## src/logic/mirc_pkg.sv

```systemverilog
// constants shared by the interrupt request control block
package mirc_pkg;

  // ------------------------------------------------------------
  // register byte offsets
  // ------------------------------------------------------------
  localparam logic [7:0] OFF_EXT0_CTL = 8'h00;
  localparam logic [7:0] OFF_EXT1_CTL = 8'h04;
  localparam logic [7:0] OFF_SRC_SEL = 8'h08;
  localparam logic [7:0] OFF_IRQ_EN1 = 8'h0C;
  localparam logic [7:0] OFF_IRQ_EN2 = 8'h10;
  localparam logic [7:0] OFF_STATUS = 8'h14;

  // ------------------------------------------------------------
  // field positions
  // ------------------------------------------------------------
  localparam int CTL_RISE_BIT = 1;
  localparam int CTL_BOTH_BIT = 2;
  localparam int CTL_GATE_BIT = 3;
  localparam int EN1_EXT0_BIT = 0;
  localparam int EN1_EXT1_BIT = 1;
  localparam int EN2_T3_BIT = 0;
  localparam int EN2_SHARED_BIT = 3;
  localparam int STAT_INTE_BIT = 4;
  localparam int STAT_BUSY_BIT = 5;
  localparam logic SEL_TIMER4 = 1'h0;
  localparam logic SEL_SERIAL = 1'h1;

  // ------------------------------------------------------------
  // source indices, also the flag bit order
  // ------------------------------------------------------------
  localparam logic [1:0] SRC_EXT0 = 2'h0;
  localparam logic [1:0] SRC_EXT1 = 2'h1;
  localparam logic [1:0] SRC_TIMER3 = 2'h2;
  localparam logic [1:0] SRC_SHARED = 2'h3;

  // ------------------------------------------------------------
  // reset values and timing
  // ------------------------------------------------------------
  localparam logic [3:0] RST_CTL = 4'h0;
  localparam logic [3:0] RST_EN = 4'h0;
  localparam logic RST_SEL = 1'h0;
  localparam int FILT_CYC = 4;

endpackage

```

## src/logic/mirc_ext_edge.sv

```systemverilog
// valid-waveform filter and edge detector for one external input
module mirc_ext_edge #(
  parameter int FILT_CYC = mirc_pkg::FILT_CYC
) (
  input wire logic clk_i,
  input wire logic rst_i,
  input wire logic pin_i,
  input wire logic gate_i,
  input wire logic rise_i,
  input wire logic both_i,
  output logic event_o
);

  localparam int CW = $clog2(FILT_CYC + 1);

  // the counter needs at least two states to tell a glitch from a level
  if (FILT_CYC < 2)
  begin : g_bad_filt
    $error("filter length below two cycles");
  end

  typedef struct packed {
    logic filt;
    logic [CW-1:0] cnt;
  } mirc_edge_st_t;

  mirc_edge_st_t st_q, st_d;
  logic gated;

  // gate forced low keeps the detector quiet; toggling the gate with
  // the pin high therefore looks like an edge and may raise the flag
  assign gated = gate_i & pin_i; // RQ2 RQ4

  always_comb
  begin
    st_d = st_q;
    if (gated != st_q.filt)
    begin
      if (st_q.cnt == CW'(FILT_CYC - 1))
      begin
        st_d.filt = gated; // RQ19
        st_d.cnt = '0;
      end
      else
        st_d.cnt = st_q.cnt + CW'(1);
    end
    else
      st_d.cnt = '0;
    event_o = (st_d.filt != st_q.filt) &&
              (both_i || (st_d.filt == rise_i)); // RQ18
  end

  always_ff @(posedge clk_i)
  begin
    if (rst_i)
      st_q <= '0;
    else
      st_q <= st_d;
  end
endmodule

```

## src/logic/mirc_irq_ctrl.sv

```systemverilog
// interrupt request control: pins, flags, enables, dispatch, skip tests
// ------------------------------------------------------------
// Function
// (RQ1) ext0 edge-mode write may raise flag
// (RQ2) ext0 gate write may raise flag
// (RQ3) ext1 edge-mode write may raise flag
// (RQ4) ext1 gate write may raise flag
// (RQ5) no nesting while a service routine runs
// (RQ6) dispatch clears master enable at once
// (RQ7) enable then return re-arms at return
// (RQ8) ext0 gating leaves port bit 8 driver working
// (RQ9) valid ext0 waveform sets flag even when output
// (RQ10) ext1 gating leaves port bit 9 driver working
// (RQ11) valid ext1 waveform sets flag even when output
// (RQ12) enable2 bit3 gates shared timer4/serial request
// (RQ13) enable2 bit0 gates timer3 request
// (RQ14) skip test clears set flag and skips
// (RQ15) select register picks shared request source
// (RQ16) select 0 timer4, 1 serial
// (RQ17) enabled source makes its skip test a no-op
// (RQ18) edge: falling, rising or both
// (RQ19) pin level must hold four clocks
// (RQ20) dispatch needs master, source enable and flag
// (RQ21) flags persist while source disabled
module mirc_irq_ctrl #(
  parameter int FILT_CYC = mirc_pkg::FILT_CYC
) (
  input wire logic clk_i,
  input wire logic rst_i,
  input wire logic wb_cyc_i,
  input wire logic wb_stb_i,
  input wire logic wb_we_i,
  input wire logic [7:0] wb_adr_i,
  input wire logic [31:0] wb_dat_i,
  input wire logic [3:0] wb_sel_i,
  output logic [31:0] wb_dat_o,
  output logic wb_ack_o,
  input wire logic ext0_input_i,
  input wire logic ext1_input_i,
  input wire logic port_bit8_data_i,
  input wire logic port_bit8_drive_i,
  input wire logic port_bit9_data_i,
  input wire logic port_bit9_drive_i,
  output logic port_bit8_o,
  output logic port_bit8_oe_n_o,
  output logic port_bit9_o,
  output logic port_bit9_oe_n_o,
  input wire logic timer3_event_i,
  input wire logic timer4_event_i,
  input wire logic serial_event_i,
  input wire logic enable_irq_instr_i,
  input wire logic disable_irq_instr_i,
  input wire logic return_from_irq_instr_i,
  input wire logic [3:0] skip_test_i,
  output logic skip_o,
  output logic irq_take_o,
  output logic [1:0] irq_source_o,
  output logic inte_o
);

  typedef struct packed {
    logic [3:0] ctl0;
    logic [3:0] ctl1;
    logic sel;
    logic [3:0] en1;
    logic [3:0] en2;
    logic [3:0] flag;
    logic inte;
    logic busy;
    logic take;
    logic [1:0] src;
    logic [1:0] pout;
    logic [1:0] poe_n;
    logic ack;
    logic [31:0] rdat;
  } mirc_st_t;

  mirc_st_t st_q, st_d;
  logic ev0, ev1;
  logic [3:0] ev, en, ready, clr, skip_hit;
  logic [1:0] pick_src;
  logic dispatch, wb_req;

  // lowest index wins; ext0 has the highest priority
  function automatic logic [1:0] pick(input logic [3:0] req);
    logic [1:0] r;
    r = mirc_pkg::SRC_SHARED;
    for (int i = 3; i >= 0; i--)
      if (req[i])
        r = 2'(i);
    return r;
  endfunction

  // ------------------------------------------------------------
  // external inputs
  // ------------------------------------------------------------
  // the detectors see the pad level whatever the port driver does
  mirc_ext_edge #(.FILT_CYC(FILT_CYC)) u_edge0 (
    .clk_i(clk_i),
    .rst_i(rst_i),
    .pin_i(ext0_input_i),
    .gate_i(st_q.ctl0[mirc_pkg::CTL_GATE_BIT]),
    .rise_i(st_q.ctl0[mirc_pkg::CTL_RISE_BIT]),
    .both_i(st_q.ctl0[mirc_pkg::CTL_BOTH_BIT]),
    .event_o(ev0)
  );

  mirc_ext_edge #(.FILT_CYC(FILT_CYC)) u_edge1 (
    .clk_i(clk_i),
    .rst_i(rst_i),
    .pin_i(ext1_input_i),
    .gate_i(st_q.ctl1[mirc_pkg::CTL_GATE_BIT]),
    .rise_i(st_q.ctl1[mirc_pkg::CTL_RISE_BIT]),
    .both_i(st_q.ctl1[mirc_pkg::CTL_BOTH_BIT]),
    .event_o(ev1)
  );

  // ------------------------------------------------------------
  // next state
  // ------------------------------------------------------------
  always_comb
  begin
    st_d = st_q;
    st_d.take = 1'b0;
    // port drivers ignore the interrupt gating entirely
    st_d.pout = {port_bit9_data_i, port_bit8_data_i}; // RQ8 RQ10
    st_d.poe_n = ~{port_bit9_drive_i, port_bit8_drive_i}; // RQ8 RQ10

    ev[mirc_pkg::SRC_EXT0] = ev0; // RQ9 RQ1 RQ2
    ev[mirc_pkg::SRC_EXT1] = ev1; // RQ11 RQ3 RQ4
    ev[mirc_pkg::SRC_TIMER3] = timer3_event_i;
    ev[mirc_pkg::SRC_SHARED] = (st_q.sel == mirc_pkg::SEL_SERIAL) ?
      serial_event_i : timer4_event_i; // RQ15 RQ16

    en[mirc_pkg::SRC_EXT0] = st_q.en1[mirc_pkg::EN1_EXT0_BIT];
    en[mirc_pkg::SRC_EXT1] = st_q.en1[mirc_pkg::EN1_EXT1_BIT];
    en[mirc_pkg::SRC_TIMER3] = st_q.en2[mirc_pkg::EN2_T3_BIT]; // RQ13
    en[mirc_pkg::SRC_SHARED] = st_q.en2[mirc_pkg::EN2_SHARED_BIT]; // RQ12

    // skip test is a no-op for an enabled source
    skip_hit = skip_test_i & st_q.flag & ~en; // RQ14 RQ17
    skip_o = |skip_hit; // RQ14

    ready = st_q.flag & en; // RQ20
    pick_src = pick(ready);
    dispatch = st_q.inte && !st_q.busy && (|ready); // RQ5 RQ20
    clr = '0;

    if (enable_irq_instr_i)
      st_d.inte = 1'b1;
    if (disable_irq_instr_i)
      st_d.inte = 1'b0;
    // enable stays masked by busy until the return: no early nesting
    if (return_from_irq_instr_i)
      st_d.busy = 1'b0; // RQ7
    if (dispatch)
    begin
      st_d.take = 1'b1;
      st_d.src = pick_src;
      st_d.inte = 1'b0; // RQ6
      st_d.busy = 1'b1; // RQ5
      clr[pick_src] = 1'b1; // RQ20
    end
    // a new event wins over any clear in the same cycle
    st_d.flag = (st_q.flag & ~clr & ~skip_hit) | ev; // RQ21

    // register bus: one wait state, ack drops the cycle after
    wb_req = wb_cyc_i && wb_stb_i && !st_q.ack;
    st_d.ack = wb_req;
    st_d.rdat = '0;
    if (wb_req && wb_we_i && wb_sel_i[0])
    begin
      case (wb_adr_i)
        mirc_pkg::OFF_EXT0_CTL: st_d.ctl0 = wb_dat_i[3:0];
        mirc_pkg::OFF_EXT1_CTL: st_d.ctl1 = wb_dat_i[3:0];
        mirc_pkg::OFF_SRC_SEL: st_d.sel = wb_dat_i[0]; // RQ15
        mirc_pkg::OFF_IRQ_EN1: st_d.en1 = wb_dat_i[3:0];
        mirc_pkg::OFF_IRQ_EN2: st_d.en2 = wb_dat_i[3:0]; // RQ12 RQ13
        default: st_d.rdat = '0;
      endcase
    end
    if (wb_req && !wb_we_i)
    begin
      case (wb_adr_i)
        mirc_pkg::OFF_EXT0_CTL: st_d.rdat[3:0] = st_q.ctl0;
        mirc_pkg::OFF_EXT1_CTL: st_d.rdat[3:0] = st_q.ctl1;
        mirc_pkg::OFF_SRC_SEL: st_d.rdat[0] = st_q.sel;
        mirc_pkg::OFF_IRQ_EN1: st_d.rdat[3:0] = st_q.en1;
        mirc_pkg::OFF_IRQ_EN2: st_d.rdat[3:0] = st_q.en2;
        mirc_pkg::OFF_STATUS:
        begin
          st_d.rdat[3:0] = st_q.flag;
          st_d.rdat[mirc_pkg::STAT_INTE_BIT] = st_q.inte;
          st_d.rdat[mirc_pkg::STAT_BUSY_BIT] = st_q.busy;
        end
        default: st_d.rdat = '0;
      endcase
    end
  end

  // ------------------------------------------------------------
  // state register
  // ------------------------------------------------------------
  always_ff @(posedge clk_i)
  begin
    if (rst_i)
    begin
      st_q <= '0;
      st_q.ctl0 <= mirc_pkg::RST_CTL;
      st_q.ctl1 <= mirc_pkg::RST_CTL;
      st_q.sel <= mirc_pkg::RST_SEL;
      st_q.en1 <= mirc_pkg::RST_EN;
      st_q.en2 <= mirc_pkg::RST_EN;
      st_q.poe_n <= 2'h3;
    end
    else
      st_q <= st_d;
  end

  assign wb_dat_o = st_q.rdat;
  assign wb_ack_o = st_q.ack;
  assign port_bit8_o = st_q.pout[0];
  assign port_bit9_o = st_q.pout[1];
  assign port_bit8_oe_n_o = st_q.poe_n[0];
  assign port_bit9_oe_n_o = st_q.poe_n[1];
  assign irq_take_o = st_q.take;
  assign irq_source_o = st_q.src;
  assign inte_o = st_q.inte;
endmodule

```

## config.mk

```make
export PLATFORM = sky130hd
export DESIGN_NAME = mirc_irq_ctrl
export DESIGN_NICKNAME = d
export VERILOG_FILES = /design/src/logic/mirc_pkg.sv /design/src/logic/mirc_ext_edge.sv /design/src/logic/mirc_irq_ctrl.sv
export SDC_FILE = /design/constraint.sdc
export NUM_CORES = 1
export LEC_CHECK = 0
export BUFFER_PORTS_ARGS = -buffer_cell sky130_fd_sc_hd__buf_2
export CORE_MARGIN = 1
export CORE_UTILIZATION = 30
export CTS_CLUSTER_DIAMETER = 80
export DETAILED_ROUTE_END_ITERATION = 8
export PLACE_DENSITY = 0.67
export SLEW_MARGIN = 10
export SYNTH_ARGS = -nofsm -noshare
export SYNTH_HDL_FRONTEND = slang
export SYNTH_SLANG_ARGS = --single-unit
```

## constraint.sdc

```tcl
create_clock -name clk_i -period 3.65 [get_ports clk_i]
set_input_delay 0.1825 -clock clk_i [delete_from_list [all_inputs] [get_ports clk_i]]
set_output_delay 0.1825 -clock clk_i [all_outputs]
set_load 0.02 [all_outputs]
```

==> parameters.txt <==
Parameter                              Value

STA
  Total Negative Setup Slacks    0 ns
  Final Cycle Share    between 30% and 40%
  Slew Limit Headroom    57.6%
  Max-slew violation count    0
  Worst hold margin    roughly 0.045 ns
  RSZ-0062 raised after global routing    false
  Transition time at the pin with the least slew margin    0.635 ns
  Highest clock rate    0.688 GHz
  Final setup skew    ~0.01 ns
  Final hold violation count    0
  Crit path time final    between 1 and 1.5 ns
  Number of failing setup endpoints in the final timing report    0
  Setup WS post-layout    2.20 ns

Logic synthesis
  Commonest register cell after synthesis    sky130_fd_sc_hd__dfxtp_1
  Proportion of synthesized chip area in sequential cells    39.6%
  Leading cell type by number of instances after synthesis    sky130_fd_sc_hd__dfxtp_1
  Post-synthesis instance total    254
  Mean area per synthesized cell    8.95 sq um
  Area leader, netlist    sky130_fd_sc_hd__dfxtp_1
  Area fraction of the dominant cell type after synthesis    39.6%
  #FFs+latches synth    45
  Post-synthesis cell area    2270 sq um
  Yosys Warn Count    0
  Share of flip-flops with an asynchronous set or reset    0%
  Number of enable-type register cells in the synthesized netlist    0
  Ranking of synthesized cells by instance count    45 x sky130_fd_sc_hd__dfxtp_1, 34 x sky130_fd_sc_hd__buf_4, 19 x sky130_fd_sc_hd__nand3b_1, 18 x sky130_fd_sc_hd__nor2_1, 18 x sky130_fd_sc_hd__o21ai_0
  Distinct cell type count of the synthesized netlist    40
  Most area-consuming cells after synthesis    sky130_fd_sc_hd__dfxtp_1 40%, sky130_fd_sc_hd__buf_4 11%, sky130_fd_sc_hd__nand3b_1 6.3%

Die
  Effective utilization at floorplan    31.2%
  Floorplan Core Area    7290 sq um
  Number of placement rows    31
  Die Span X    89.1 um
  Number of ports placed on the die boundary    107
  Floorplan die height    roughly 90 um
  Die outline area    7930 sq um

Power
  Leakage power summed over all cells    1.02 nW
  Part of the total power dissipated in combinational logic    about a tenth
  Switching power    ~0.00023 W
  Switch share    25.7%
  Clk pwr share    33.4%
  Maximum vdd ir drop    138 uV
  Internal power    0.000659 W
  Total power per unit cell area    352 nW/um^2
  Share of total power in sequential cells    between 50 and 60%

Clocking
  Number of buffers added to fix hold violations after cts    0
  Num Clock Sinks    45
  Cells resized by post-CTS repair    0
  H-tree lvl count    2
  TritonCTS Buffers    5
  Clock network latency to the later pin of the worst-skew pair    0.30 ns
  Clock slew at reported path FFs    0.09 ns
  Clock root cell    sky130_fd_sc_hd__clkbuf_8
  TritonCTS clock tree    yes
  Post-CTS setup buffers    0
  Buffer depth of the longest clock path    2

Route
  Total Wirelength    between 4000 and 5000 um
  First-pass iteration count of the detailed router    4
  Routed length per placed instance    11.3 um
  Post-route ant nets    0
  Via density    4.44
  Number of design rule violations left after detail routing    0
  Via count    around 1800
  Number of DRC markers after the initial detailed-route iteration    94

Hold path
  Endpoint, Worst Hold    port_bit8_oe_n_o
  Hold Path Stages    2
  Class of the most critical hold timing path    in2reg
  Hold Path Origin    port_bit8_drive_i

Finish
  Non-filler instance count after layout    394
  Final nets    363
  Area growth from synthesis to layout    11.1%
  Share of final-layout standard cells stronger than drive strength 1    between 20% and 30%
  Area of all placed cells without fillers    2520 sq um
  Diodes inserted    0

Critical path
  Required time reported for the critical path endpoint    3.47 ns
  R2r startpoint    wb_ack_o
  Critical Path End Type    output port
  Critical R2R Capture    st_q[62]
  Length in cells of the worst reg-to-reg path    4
  Maximum fanout along the worst path    4
  Flop2flop setup slack    2.24 ns
  Arrival time at the worst endpoint    around 1.3 ns
  Critical path start-end classification    reg2out
  Type of element launching the critical path    flip-flop

Placed design
  DPL Wire Length    3290 um
  Instance area at placement    2440 sq um
  Worst slack at placement    roughly 2.1 ns
  Instance count after placement with tap cells included    386
  Global placement routability congestion    0.779
  Number of buffers inserted by port buffering    49

Flow run
  Reported max-cap violation count    0

Global route
  Antenna violations before repair    0
  Overall Global Routing Usage    11.6%
  Residual overflow from global routing    0
  Vias in the first global route    1518
  Wire length of the first global-routing pass    6970 um
  Largest net degree at the start of global routing    44

Outcome
  Result of the run    completed
power groups by stage:
stage	combinational (W)	sequential [W]	clock, W
finish	0.0000920	0.000499	0.000297
floorplan	0.0000788	0.000514	0
detailed placement	0.0000919	0.000511	0
CTS	0.0000921	0.000499	0.000308
global route	0.000102	0.000500	0.000326
global placement	0.0000915	0.000510	0
worst max-delay path by stage:
stage,startpoint,endpoint,slack [ns],depth (start not counted)
after global placement,wb_adr_i[4],st_q[48],2.14,5
after global routing,wb_ack_o,st_q[62],2.09,4
final,en[3],skip_o,2.20,4
after floorplan,wb_ack_o,wb_dat_o[0],2.33,4
after detailed placement,wb_adr_i[4],en[2],2.12,5
after CTS,en[3],skip_o,2.17,4
critical path: stages, from the launching register on:
cell and delay [ns]:
sky130_fd_sc_hd__dfxtp_1 0.34, sky130_fd_sc_hd__nand2b_1 0.16, sky130_fd_sc_hd__o22a_1 0.18, sky130_fd_sc_hd__o211ai_1 0.09
sky130_fd_sc_hd__buf_2 0.19
metal layers:
| metal | global-route usage (%) | share of wire [%] | up-vias | wire length, um |
|---|---|---|---|---|
| met4 | 3.90 | 0.65 | 0 | 29 |
| met2 | 19.3 | 47 | 51 | 2090 |
| met3 | 2.95 | 5.3 | 2 | 234 |
| met1 | 14.7 | 47 | 793 | 2090 |
| li1 | - | - | 904 | - |
| met5 | 0 | 0 | - | 0 |
cell families (layout without fill, tap and decap cells):
group / after synthesis / in the layout / share of synthesized area [%]
AND/OR/NAND/NOR: 105 / 105 / 28.2
adder cells (fa/ha/maj): 4 / 4 / 2.20
flip-flops: 45 / 45 / 39.6
AO/OA/AOI/OAI: 37 / 37 / 9.36
other: 1 / 26 / 0.165
multiplexers: 12 / 12 / 5.56
buffers and inverters: 48 / 64 / 14.1
XOR/XNOR: 2 / 2 / 0.771
flip-flops by register name (all words and copies together), names as in the netlist, 2 cells and up:
register	count
en	4
irq_source_o	2
st_q	18
u_edge0.st_q	4
u_edge1.st_q	4
wb_dat_o	6
per-stage QoR:
stage / util, % / power, W
floorplan: - / 0.000593
global placement: 33.5 / 0.000602
detailed placement: 33.5 / 0.000603
CTS: 34.6 / 0.000900
global route: 34.6 / 0.000928
finish: 34.6 / 0.000888
layout by cell type, fill, tap and decap left out, types with 2 or more instances in the layout:
cell / instances
sky130_fd_sc_hd__a21oi_1: 9
sky130_fd_sc_hd__nand2_1: 10
sky130_fd_sc_hd__o22ai_1: 2
sky130_fd_sc_hd__clkbuf_8: 5
sky130_fd_sc_hd__inv_1: 7
sky130_fd_sc_hd__mux2i_1: 7
sky130_fd_sc_hd__dfxtp_1: 45
sky130_fd_sc_hd__ha_1: 4
sky130_fd_sc_hd__a22oi_1: 2
sky130_fd_sc_hd__xor2_1: 2
sky130_fd_sc_hd__and3_1: 4
sky130_fd_sc_hd__nor2b_1: 5
sky130_fd_sc_hd__buf_2: 49
sky130_fd_sc_hd__nand2b_1: 16
sky130_fd_sc_hd__o21ai_0: 18
sky130_fd_sc_hd__or3_1: 2
sky130_fd_sc_hd__and4_1: 2
sky130_fd_sc_hd__nand3_1: 4
sky130_fd_sc_hd__mux2_2: 5
sky130_fd_sc_hd__a221oi_1: 3
sky130_fd_sc_hd__nor3_1: 10
sky130_fd_sc_hd__and4bb_2: 2
sky130_fd_sc_hd__nand4_1: 4
sky130_fd_sc_hd__nand3b_1: 19
sky130_fd_sc_hd__clkinv_2: 2
sky130_fd_sc_hd__conb_1: 26
sky130_fd_sc_hd__nor2_1: 18
final cells by class:
type	count	area, sq um
Tap cell	99	124
Clock inverter	2	10.0
Sequential cell	45	901
Multi-Input combinational cell	186	1150
Inverter	7	26.3
Timing Repair Buffer	49	245
Fill cell	792	4770
Clock buffer	6	72.6
Note: power is estimated with default switching activity, not from simulation.
